===== src/include/cmp_shadow_pkg.sv =====
// constants for the compare shadow load control block
// assumes a 100 MHz peripheral clock and an APB register slave
package cmp_shadow_pkg;
   localparam logic [7:0] CTRL_ADDR = 8'h00;
   localparam logic [7:0] COMPARE_VALUE_A_ADDR = 8'h04;
   localparam logic [7:0] COMPARE_VALUE_B_ADDR = 8'h08;
   localparam logic [7:0] CMPAW_ADDR = 8'h0C;
   localparam logic [7:0] PERIOD_ADDR = 8'h10;
   localparam logic [7:0] STATUS_ADDR = 8'h14;
   localparam logic [7:0] MASK_ADDR = 8'h18;
   localparam logic [7:0] EXT_ADDR = 8'h1C;
   localparam int A_SEL_LSB = 0;
   localparam int B_SEL_LSB = 2;
   localparam int A_DIRECT_BIT = 4;
   localparam int B_DIRECT_BIT = 6;
   localparam int A_FULL_BIT = 8;
   localparam int B_FULL_BIT = 9;
   localparam logic [15:0] CTRL_WMASK = 16'h005F;
   localparam logic [15:0] CTRL_RESET = 16'h0000;
   localparam logic [15:0] ZERO_COUNT = 16'h0000;
   localparam logic [1:0] LOAD_ZERO = 2'h0;
   localparam logic [1:0] LOAD_PERIOD = 2'h1;
   localparam logic [1:0] LOAD_EITHER = 2'h2;
   localparam logic [1:0] LOAD_FROZEN = 2'h3;
   localparam int NUM_EVENTS = 4;
endpackage : cmp_shadow_pkg


===== src/rtl/cmp_channel.sv =====
// one compare channel: shadow, active, pending flag, load strobe
// assumes strobes come from logic on the same clock
module cmp_channel
   import cmp_shadow_pkg::*;
(
   input wire logic clk,
   input wire logic rst_n,
   input wire logic wr_value,
   input wire logic set_flag,
   input wire logic [15:0] wdata,
   input wire logic direct,
   input wire logic [1:0] sel,
   input wire logic zero_evt,
   input wire logic period_evt,
   input wire logic [15:0] count,
   output logic [15:0] active,
   output logic [15:0] view,
   output logic pending,
   output logic loaded
);
   logic [15:0] shadow_q, shadow_d, active_q, active_d;
   logic pend_q, pend_d, strobe;
   always_comb begin
      unique case (sel)
         LOAD_ZERO: strobe = zero_evt;
         LOAD_PERIOD: strobe = period_evt;
         LOAD_EITHER: strobe = zero_evt | period_evt;
         LOAD_FROZEN: strobe = 1'b0;
      endcase
      strobe = strobe & ~direct;
      shadow_d = shadow_q;
      active_d = active_q;
      pend_d = pend_q;
      if (strobe) begin
         active_d = shadow_q;
         pend_d = 1'b0;
      end
      if (wr_value) begin
         if (direct) begin
            active_d = wdata;
         end else begin
            shadow_d = wdata;
            if (set_flag) begin
               pend_d = 1'b1;
            end
         end
      end
   end
   always_ff @(posedge clk) begin
      if (!rst_n) begin
         shadow_q <= 16'h0000;
         active_q <= 16'h0000;
         pend_q <= 1'b0;
         loaded <= 1'b0;
      end else begin
         shadow_q <= shadow_d;
         active_q <= active_d;
         pend_q <= pend_d;
         loaded <= strobe;
      end
   end
   assign active = active_q;
   assign view = direct ? active_q : shadow_q;
   assign pending = pend_q;
   pend_clear_a: assert property (@(posedge clk) disable iff (!rst_n)
      strobe && !wr_value |=> !pend_q) else $error("pending flag not cleared by strobe");
   frozen_hold_a: assert property (@(posedge clk) disable iff (!rst_n)
      sel == LOAD_FROZEN && !(wr_value && direct) |=> $stable(active_q)) else $error("frozen active changed");
   direct_write_a: assert property (@(posedge clk) disable iff (!rst_n)
      wr_value && direct |=> active_q == $past(wdata)) else $error("direct write missed");
   overwrite_a: assert property (@(posedge clk) disable iff (!rst_n)
      wr_value && !direct |=> shadow_q == $past(wdata)) else $error("shadow not overwritten");
endmodule : cmp_channel


===== src/rtl/compare_shadow_load_control.sv =====
// top: APB registers, two compare channels, interrupts
// assumes count comes from the time-base on SYS_CLK; period is held in the PERIOD register
//
// Local design decisions: the APB register port and the register addresses.
module compare_shadow_load_control
   import cmp_shadow_pkg::*;
(
   input wire logic SYS_CLK,
   input wire logic RST_N,
   input wire logic PSEL,
   input wire logic PENABLE,
   input wire logic PWRITE,
   input wire logic [7:0] PADDR,
   input wire logic [31:0] PWDATA,
   input wire logic [3:0] PSTRB,
   output logic [31:0] PRDATA,
   output logic PREADY,
   output logic PSLVERR,
   input wire logic [15:0] TIMEBASE_COUNT,
   output logic MATCH_A,
   output logic MATCH_B,
   output logic CTR_ZERO,
   output logic CTR_PERIOD,
   output logic IRQ
);
   logic [15:0] ctrl_q, ctrl_d, period_q, period_d, ext_q, ext_d;
   logic [3:0] stat_q, stat_d, mask_q, mask_d;
   logic [31:0] rdata_d, rdata_q;
   logic ready_q, err_q, err_d, irq_d, irq_q;
   logic ma_q, mb_q, z_q, p_q;
   logic wr, rd, acc, lo16, zero_evt, period_evt;
   logic wr_a, set_a, wr_b;
   logic [15:0] act_a, act_b, view_a, view_b;
   logic pend_a, pend_b, load_a, load_b;
   logic [NUM_EVENTS-1:0] evt;
   assign acc = PSEL && PENABLE && !ready_q;
   // write commits at the edge where PREADY is sampled high
   assign wr = PSEL && PENABLE && PWRITE && ready_q;
   assign rd = acc && !PWRITE;
   assign lo16 = PSTRB[0] | PSTRB[1];
   assign zero_evt = TIMEBASE_COUNT == ZERO_COUNT;
   assign period_evt = TIMEBASE_COUNT == period_q;
   // 16-bit A write via low lanes, wide pair write via all lanes
   assign wr_a = wr && ((PADDR == COMPARE_VALUE_A_ADDR && lo16) || (PADDR == CMPAW_ADDR && PSTRB == 4'hF));
   assign set_a = wr_a;
   assign wr_b = wr && PADDR == COMPARE_VALUE_B_ADDR && lo16;
   cmp_channel u_a (
      .clk(SYS_CLK), .rst_n(RST_N), .wr_value(wr_a), .set_flag(set_a),
      .wdata(PADDR == CMPAW_ADDR ? PWDATA[31:16] : PWDATA[15:0]),
      .direct(ctrl_q[A_DIRECT_BIT]), .sel(ctrl_q[A_SEL_LSB+:2]),
      .zero_evt(zero_evt), .period_evt(period_evt), .count(TIMEBASE_COUNT),
      .active(act_a), .view(view_a), .pending(pend_a), .loaded(load_a)
   );
   cmp_channel u_b (
      .clk(SYS_CLK), .rst_n(RST_N), .wr_value(wr_b), .set_flag(wr_b),
      .wdata(PWDATA[15:0]),
      .direct(ctrl_q[B_DIRECT_BIT]), .sel(ctrl_q[B_SEL_LSB+:2]),
      .zero_evt(zero_evt), .period_evt(period_evt), .count(TIMEBASE_COUNT),
      .active(act_b), .view(view_b), .pending(pend_b), .loaded(load_b)
   );
   assign evt = {load_b, load_a, act_b == TIMEBASE_COUNT, act_a == TIMEBASE_COUNT};
   always_comb begin
      ctrl_d = ctrl_q;
      period_d = period_q;
      ext_d = ext_q;
      mask_d = mask_q;
      stat_d = stat_q;
      err_d = 1'b0;
      rdata_d = 32'h0000_0000;
      if (wr) begin
         unique case (PADDR)
            CTRL_ADDR: ctrl_d = PWDATA[15:0] & CTRL_WMASK;
            PERIOD_ADDR: period_d = PWDATA[15:0];
            MASK_ADDR: mask_d = PWDATA[3:0];
            EXT_ADDR: ext_d = PWDATA[15:0];
            CMPAW_ADDR: ext_d = (PSTRB == 4'hF) ? PWDATA[15:0] : ext_q;
            STATUS_ADDR: stat_d = stat_q & ~PWDATA[3:0];
            COMPARE_VALUE_A_ADDR, COMPARE_VALUE_B_ADDR: err_d = 1'b0;
            default: err_d = 1'b0;
         endcase
      end
      stat_d = stat_d | evt;
      // error decided in the first access cycle so it stands with PREADY
      if (acc && PWRITE && !(PADDR inside {CTRL_ADDR, COMPARE_VALUE_A_ADDR, COMPARE_VALUE_B_ADDR, CMPAW_ADDR, PERIOD_ADDR,
            STATUS_ADDR, MASK_ADDR, EXT_ADDR})) begin
         err_d = 1'b1;
      end
      if (rd) begin
         unique case (PADDR)
            CTRL_ADDR: begin
               rdata_d[15:0] = ctrl_q;
               rdata_d[A_FULL_BIT] = pend_a;
               rdata_d[B_FULL_BIT] = pend_b;
            end
            COMPARE_VALUE_A_ADDR: rdata_d[15:0] = view_a;
            COMPARE_VALUE_B_ADDR: rdata_d[15:0] = view_b;
            CMPAW_ADDR: rdata_d = {view_a, ext_q};
            PERIOD_ADDR: rdata_d[15:0] = period_q;
            STATUS_ADDR: rdata_d[3:0] = stat_q;
            MASK_ADDR: rdata_d[3:0] = mask_q;
            EXT_ADDR: rdata_d[15:0] = ext_q;
            default: err_d = 1'b1;
         endcase
      end
      irq_d = |(stat_q & mask_q);
   end
   always_ff @(posedge SYS_CLK) begin
      if (!RST_N) begin
         ctrl_q <= CTRL_RESET;
         period_q <= 16'h0000;
         ext_q <= 16'h0000;
         mask_q <= 4'h0;
         stat_q <= 4'h0;
         rdata_q <= 32'h0000_0000;
         ready_q <= 1'b0;
         err_q <= 1'b0;
         irq_q <= 1'b0;
         ma_q <= 1'b0;
         mb_q <= 1'b0;
         z_q <= 1'b0;
         p_q <= 1'b0;
      end else begin
         ctrl_q <= ctrl_d;
         period_q <= period_d;
         ext_q <= ext_d;
         mask_q <= mask_d;
         stat_q <= stat_d;
         rdata_q <= rdata_d;
         ready_q <= acc;
         err_q <= err_d;
         irq_q <= irq_d;
         ma_q <= evt[0];
         mb_q <= evt[1];
         z_q <= zero_evt;
         p_q <= period_evt;
      end
   end
   assign PRDATA = rdata_q;
   assign PREADY = ready_q;
   assign PSLVERR = err_q;
   assign IRQ = irq_q;
   assign MATCH_A = ma_q;
   assign MATCH_B = mb_q;
   assign CTR_ZERO = z_q;
   assign CTR_PERIOD = p_q;
   match_a_a: assert property (@(posedge SYS_CLK) disable iff (!RST_N)
      act_a == TIMEBASE_COUNT |=> MATCH_A) else $error("match A missing");
   match_b_a: assert property (@(posedge SYS_CLK) disable iff (!RST_N)
      act_b != TIMEBASE_COUNT |=> !MATCH_B) else $error("spurious match B");
   zero_evt_a: assert property (@(posedge SYS_CLK) disable iff (!RST_N)
      TIMEBASE_COUNT == 16'h0000 |=> CTR_ZERO) else $error("zero event missing");
   ctrl_resv_a: assert property (@(posedge SYS_CLK) disable iff (!RST_N)
      (ctrl_q & ~CTRL_WMASK) == 16'h0000) else $error("reserved control bits set");
   b_direct_a: assert property (@(posedge SYS_CLK) disable iff (!RST_N)
      wr_b && ctrl_q[B_DIRECT_BIT] && !pend_b |=> !pend_b) else $error("direct write set B flag");
   a_ext_only_a: assert property (@(posedge SYS_CLK) disable iff (!RST_N)
      wr && PADDR == EXT_ADDR && !pend_a && !load_a |=> !pend_a) else $error("extension write set A flag");
   apb_ready_a: assert property (@(posedge SYS_CLK) disable iff (!RST_N)
      PSEL && PENABLE && !PREADY |=> PREADY) else $error("apb answer late");
   irq_level_a: assert property (@(posedge SYS_CLK) disable iff (!RST_N)
      |(stat_q & mask_q) |=> IRQ) else $error("irq missing");
endmodule : compare_shadow_load_control


===== config.mk =====
export PLATFORM = sky130hd
export DESIGN_NAME = compare_shadow_load_control
export DESIGN_NICKNAME = d
export VERILOG_FILES = /design/src/include/cmp_shadow_pkg.sv /design/src/rtl/cmp_channel.sv /design/src/rtl/compare_shadow_load_control.sv
export SDC_FILE = /design/constraint.sdc
export NUM_CORES = 1
export LEC_CHECK = 0
export BUFFER_PORTS_ARGS = -buffer_cell sky130_fd_sc_hd__buf_4
export CORE_MARGIN = 1
export CORE_UTILIZATION = 55
export CTS_BUF_LIST = sky130_fd_sc_hd__clkbuf_4
export DETAILED_ROUTE_END_ITERATION = 7
export PLACE_DENSITY_LB_ADDON = 0.25
export SETUP_SLACK_MARGIN = 0.2
export SYNTH_ARGS = -nofsm -noshare
export SYNTH_HDL_FRONTEND = slang
export SYNTH_SLANG_ARGS = --single-unit

===== constraint.sdc =====
create_clock -name SYS_CLK -period 6.51 [get_ports SYS_CLK]
set_input_delay 0.651 -clock SYS_CLK [delete_from_list [all_inputs] [get_ports SYS_CLK]]
set_output_delay 0.651 -clock SYS_CLK [all_outputs]
set_load 0.005 [all_outputs]

Word-level counts from Yosys, hierarchy flattened --
Cells that the tools add are included.
Word-level totals: logic and storage cells 109, register bits after elaboration 153, input bits 65
Operators by class: reduce and logical (&&, ||, !) cells 33, bitwise gates (word level) 10, multiplexer cells 26, equality and inequality tests 18
Operators with widths (count):
- $mux 16 | 10
- $pmux 12 s5 | 1
- $eq 16x16->1 | 3
- $eq 8x5->1 const B | 4
- $pmux 16 s2 | 1
- $pmux 4 s7 | 1
- $eq 8x4->1 const B | 2
- $logic_not 16->1 | 1
- $logic_and 1x1->1 | 12
- $reduce_and 2->1 | 6
- $mux 1 | 9
- $and 4x4->4 | 2
- $eq 2x2->1 const B | 4
- $eq 8x3->1 const B | 1
- $logic_not 8->1 | 1
- $mux 4 | 2
- $pmux 1 s4 | 2
- $reduce_bool 8->1 | 1
- $reduce_or 8->1 | 1
- $reduce_and 3->1 | 2
- $eq 2x1->1 const B | 2
- $eq 4x4->1 const B | 1
- $logic_not 2->1 | 2
- $not 4->4 | 1
- 10 further kinds | 15

Longest topological paths before layout --
depth in word-level cells 7, gate-level depth with buffers 9, mapped depth without buffers 7

Hierarchy --
A second synthesis with hierarchy kept.
Unflattened totals: cells, all modules 867, area total of the unflattened synthesis 8081.5 um^2
By module, submodules not included:
- compare_shadow_load_control | cells each 441, instances 1, area an instance 4177.8 um^2, sequential area each 1701.6 um^2
- cmp_channel | cells each 213, instances 2, area an instance 1951.9 um^2, sequential area each 680.7 um^2

Worst setup path before layout --
Ideal clock, no wire load.
path kind input port to flip-flop, start point input PADDR[0], end point register u_a.active_q[10], in the netlist u_a.active[10], arrival 2.517 ns, required time 6.391 ns, setup slack 3.875 ns, stages on the path 8, cells stage by stage or4_4 -> or2_1 -> buf_6 -> nor3_4 -> buf_6 -> mux2i_1 -> a21oi_1 -> o221a_1
On the way: word-level cells in the longest chain between the ends 5, elaborated cells between the ends (all ways) 9, those cells by class 2 x eq/ne; 3 x mux; 4 x reduce/logical
Ends and longest elaborated chain:
- start: declaration | line compare_shadow_load_control.sv:13 | input wire logic [7:0] PADDR,
- $eq 8x3->1 or $eq 8x4->1 (tied branches) | line compare_shadow_load_control.sv:44, compare_shadow_load_control.sv:49
- $logic_and 1x1->1 | line compare_shadow_load_control.sv:44 | assign wr_a = wr && ((PADDR == COMPARE_VALUE_A_ADDR && lo16) || (PADDR == CMPAW_ADDR && PSTRB == 4'hF));
- $logic_or 1x1->1 | line compare_shadow_load_control.sv:44
- $logic_and 1x1->1 | line compare_shadow_load_control.sv:44
- $mux 16 (*) | line cmp_channel.sv:38 | if (wr_value) begin
- end signal: assignment | line cmp_channel.sv:57 | active_q <= active_d;
- end: declaration | line cmp_channel.sv:21 | logic [15:0] shadow_q, shadow_d, active_q, active_d;
Mark *: on every way between the ends. The rest lies on a longest branch, timed or not. A chain may end at the register's enable or synchronous reset.

Worst setup path in the final report --
start point input PADDR[0], end point register ext_q[7]
On the way: word-level cells in the longest chain between the ends 3, elaborated cells between the ends (all ways) 6, those cells by class 3 x eq/ne; 1 x mux; 2 x reduce/logical
Ends and longest elaborated chain:
- $eq 8x4->1 or $eq 8x5->1 (tied branches) | line compare_shadow_load_control.sv:71 | unique case (PADDR)
- $ne 2x1->1 (no line) or $reduce_bool 2->1 (tied branches)
- $reduce_and 3->1 (no line)
- end signal: assignment | line compare_shadow_load_control.sv:125 | ext_q <= ext_d;
- end: declaration | line compare_shadow_load_control.sv:26 | logic [15:0] ctrl_q, ctrl_d, period_q, period_d, ext_q, ext_d;
Several ways; a longest one is shown, not always the timed one.

==> metrics.cfg <==
[clock_tree]
cts_resized = 0
h-tree-depth = 4
clkTransAtPathRegs_ns = 0.12
cts_sinks = 153
post-cts-setup-buffers = 0
cts_inserted_buffers = 17
root_buffer = clkbuf_4
cts_max_path_buffers = 2
cts_hold_buf = 0
tritoncts = done
clkLatencyLatePin_ns = 0.57

[placed_design]
dpl.hpwl_um = 15000
pre_cts_ws_ns = 2.74
gp_congestion = 0.957
io_buffer_count = 103
placed_cells = 992

[yosys]
synth_edf_count = 0
yosys.area.top_type_share_pct = 44.2
ys_warn_count = 0
syn_area_um2 = 6930
seq_area_frac_synth_pct = 44.2
synth_ff_type = dfxtp_1
ys_ff_latch = 153
ys_top_cells_by_area = dfxtp_1, mux2i_1, a21oi_1
synth_largest_area_cell = dfxtp_1
mappedNetlistNets = 834
synthCells = 769
synth_async_sr_flop_share_pct = 0
synth_area_per_cell_um2 = 9.01
yosysUniqueCellTypes = 50

[route]
drt-initial-drc-count = 849
drtPass1Iterations = 7
vias = 6279
wl_um = 20400
route.detailed.drc = 0
vias_per_cell = 6.16
antenna_left = 0
wl_per_cell_um = 20.0

[global_route]
antenna_found_initial = 0
grt_pass1_vias = 5694
grt_usage_pct = 32.3
grt_max_degree = 55
grt_overflow = 0
grt_first_pass_wirelength_um = 31500

[hold_path]
hold_path_class = primary input to flip-flop

[final_layout]
drive_above_1_share_pct = 20.3
fin_util_pct = 65.2
final_cells = 1020
syn2layout_area_growth_pct = 14.4
final_nets = 908
antenna_cells = 0

[setup_path]
cp-end-kind = flip-flop
worstSetupStartpointType = primary input
worstPathRequired_ns = 6.96
cp.arrival_ns = 3.67
criticalPathCategory = primary input to flip-flop
cp_max_fo = 16

[floorplanning]
io_pins = 104
fp.dieH_um = 114
row_count = 40
core_area_um2 = 12200
die_w_um = 114
initial_core_util_pct = 57.0
die_area_um2 = 13100

[status]
outcome = complete, no violations

[power]
power.leakage_nw = 3.15
irDropWorstVdd_mv = 0.123
power.density_nw_per_um2 = 191

[sta]
layout_min_cycle_time_ns = 3.22
clock.fmax_mhz = 310
fin_tns_setup_ns = 0
whs_ns = 0.367
timing.final.ws_setup_ns = 3.29
rsz0062_at_grt = false
maxSlewHeadroom_pct = 12.0
period_share_pct = 49.5
clock_skew_ns = 0.0236
setup_viol_count_final = 0
tightest_slew_ns = 1.31
timing_hold_violations_final = 0
finalMaxSlewViolations = 0

[job]
maxCapViolations = 0

-- kinds of logic after synthesis --
group,after synthesis,share of synthesized area [%]
AOI/OAI and AO/OA,183,17.3
xor gates and xnor gates,49,6.19
buffers and inverters,57,3.41
DFF,153,44.2
muxes,82,12.3
and+or+nand+nor,245,16.7
-- metrics by stage --
step           area (um^2)  total power, mW
2_1_floorplan         6930             1.01
3_3_place_gp          7740             1.06
3_5_place_dp          7740             1.07
4_1_cts               7930             1.51
5_1_grt               7930             1.57
6_report              7930             1.51
-- cells in the mapped netlist (2+ instances only) --
master and n:
nor3_2 3, nand2_1 93, and4_1 3, nor4b_1 4
or2_2 2, and2_1 2, a21oi_1 92, and3b_1 2
nor2_1 73, xor2_1 49, o221a_2 12, clkbuf_1 39
nor2b_1 14, buf_6 2, mux2i_1 67, buf_2 5
a211oi_1 16, nor3_1 7, nand2b_1 2, a22oi_1 14
a31o_2 2, nor4_1 14, o21a_1 6, buf_1 8
o22ai_1 5, nand3_1 10, o21ai_0 13, o221a_1 7
nand4_1 8, mux2_2 14, dfxtp_1 153, nand3b_1 2
a221oi_1 7, a21o_1 3
-- cell type report --
| class | instances | area [um^2] |
|---|---|---|
| fillers | 1043 | 4230 |
| multi-input cells | 559 | 3630 |
| flip-flops and latches | 153 | 3060 |
| repair buffers | 110 | 826 |
| well taps | 168 | 210 |
| clock buffers | 21 | 158 |
| clock inverters | 7 | 32.5 |
| inverters | 2 | 7.51 |
-- path summary, 6_finish.rpt --
| check | to | depth (start not counted) | slack, ns | from |
|---|---|---|---|---|
| min | period_q[13] | 3 | 0.37 | PWDATA[13] |
| max | ext_q[7] | 7 | 3.29 | PADDR[0] |
| min reg2reg | stat_q[3] | 2 | 0.45 | u_b.loaded |
| max reg2reg | u_a.active[7] | 8 | 3.84 | period_q[11] |
-- placed cells by master, fill, tap and decap left out, types with 3 or more instances in the layout --
cell type / instances
nand4_1: 8
nand2_1: 93
nand3_1: 10
xor2_1: 49
a221oi_1: 7
a21o_1: 3
nor2b_1: 13
mux2i_1: 67
o221a_1: 7
clkbuf_4: 21
o22ai_1: 5
nor4_1: 14
nor4b_1: 4
a21oi_1: 92
nor2_1: 73
o221a_2: 12
mux2_2: 14
a211oi_1: 16
buf_4: 110
and4_1: 3
o21ai_0: 13
dfxtp_1: 153
nor3_2: 3
o21a_1: 6
clkinv_1: 4
nor3_1: 7
a22oi_1: 14
-- worst max-delay path, cell delays in order --
cell and delay (ns):
buf_4 0.11, or4_4 0.54, or2_1 0.33, nor2_1 0.59, nand3_1 0.93, mux2i_1 0.43, nor2_1 0.09
-- registers in the layout (all words and copies together) (netlist names), 4 cells and up --
signal        count
ctrl_q            6
u_b.active       16
ext_q            16
stat_q            4
u_a.shadow_q     16
period_q         16
mask_q            4
PRDATA           32
u_b.shadow_q     16
u_a.active       16
-- routing by layer --
layer	track usage [%]	routed length, um	vias up
met5	0	0	-
met1	45.3	8700	2985
li1	-	-	2893
met2	48.3	9050	362
met3	8.47	2300	39
met4	10.4	382	0
-- power breakdown --
group	switching, mW	total (mW)	internal, mW
registers	0.000223	0.936	0.936
clock network	0.309	0.461	0.153
logic	0.0693	0.114	0.0444
total	0.378	1.51	1.13
Note: power is estimated with default switching activity, not from simulation.
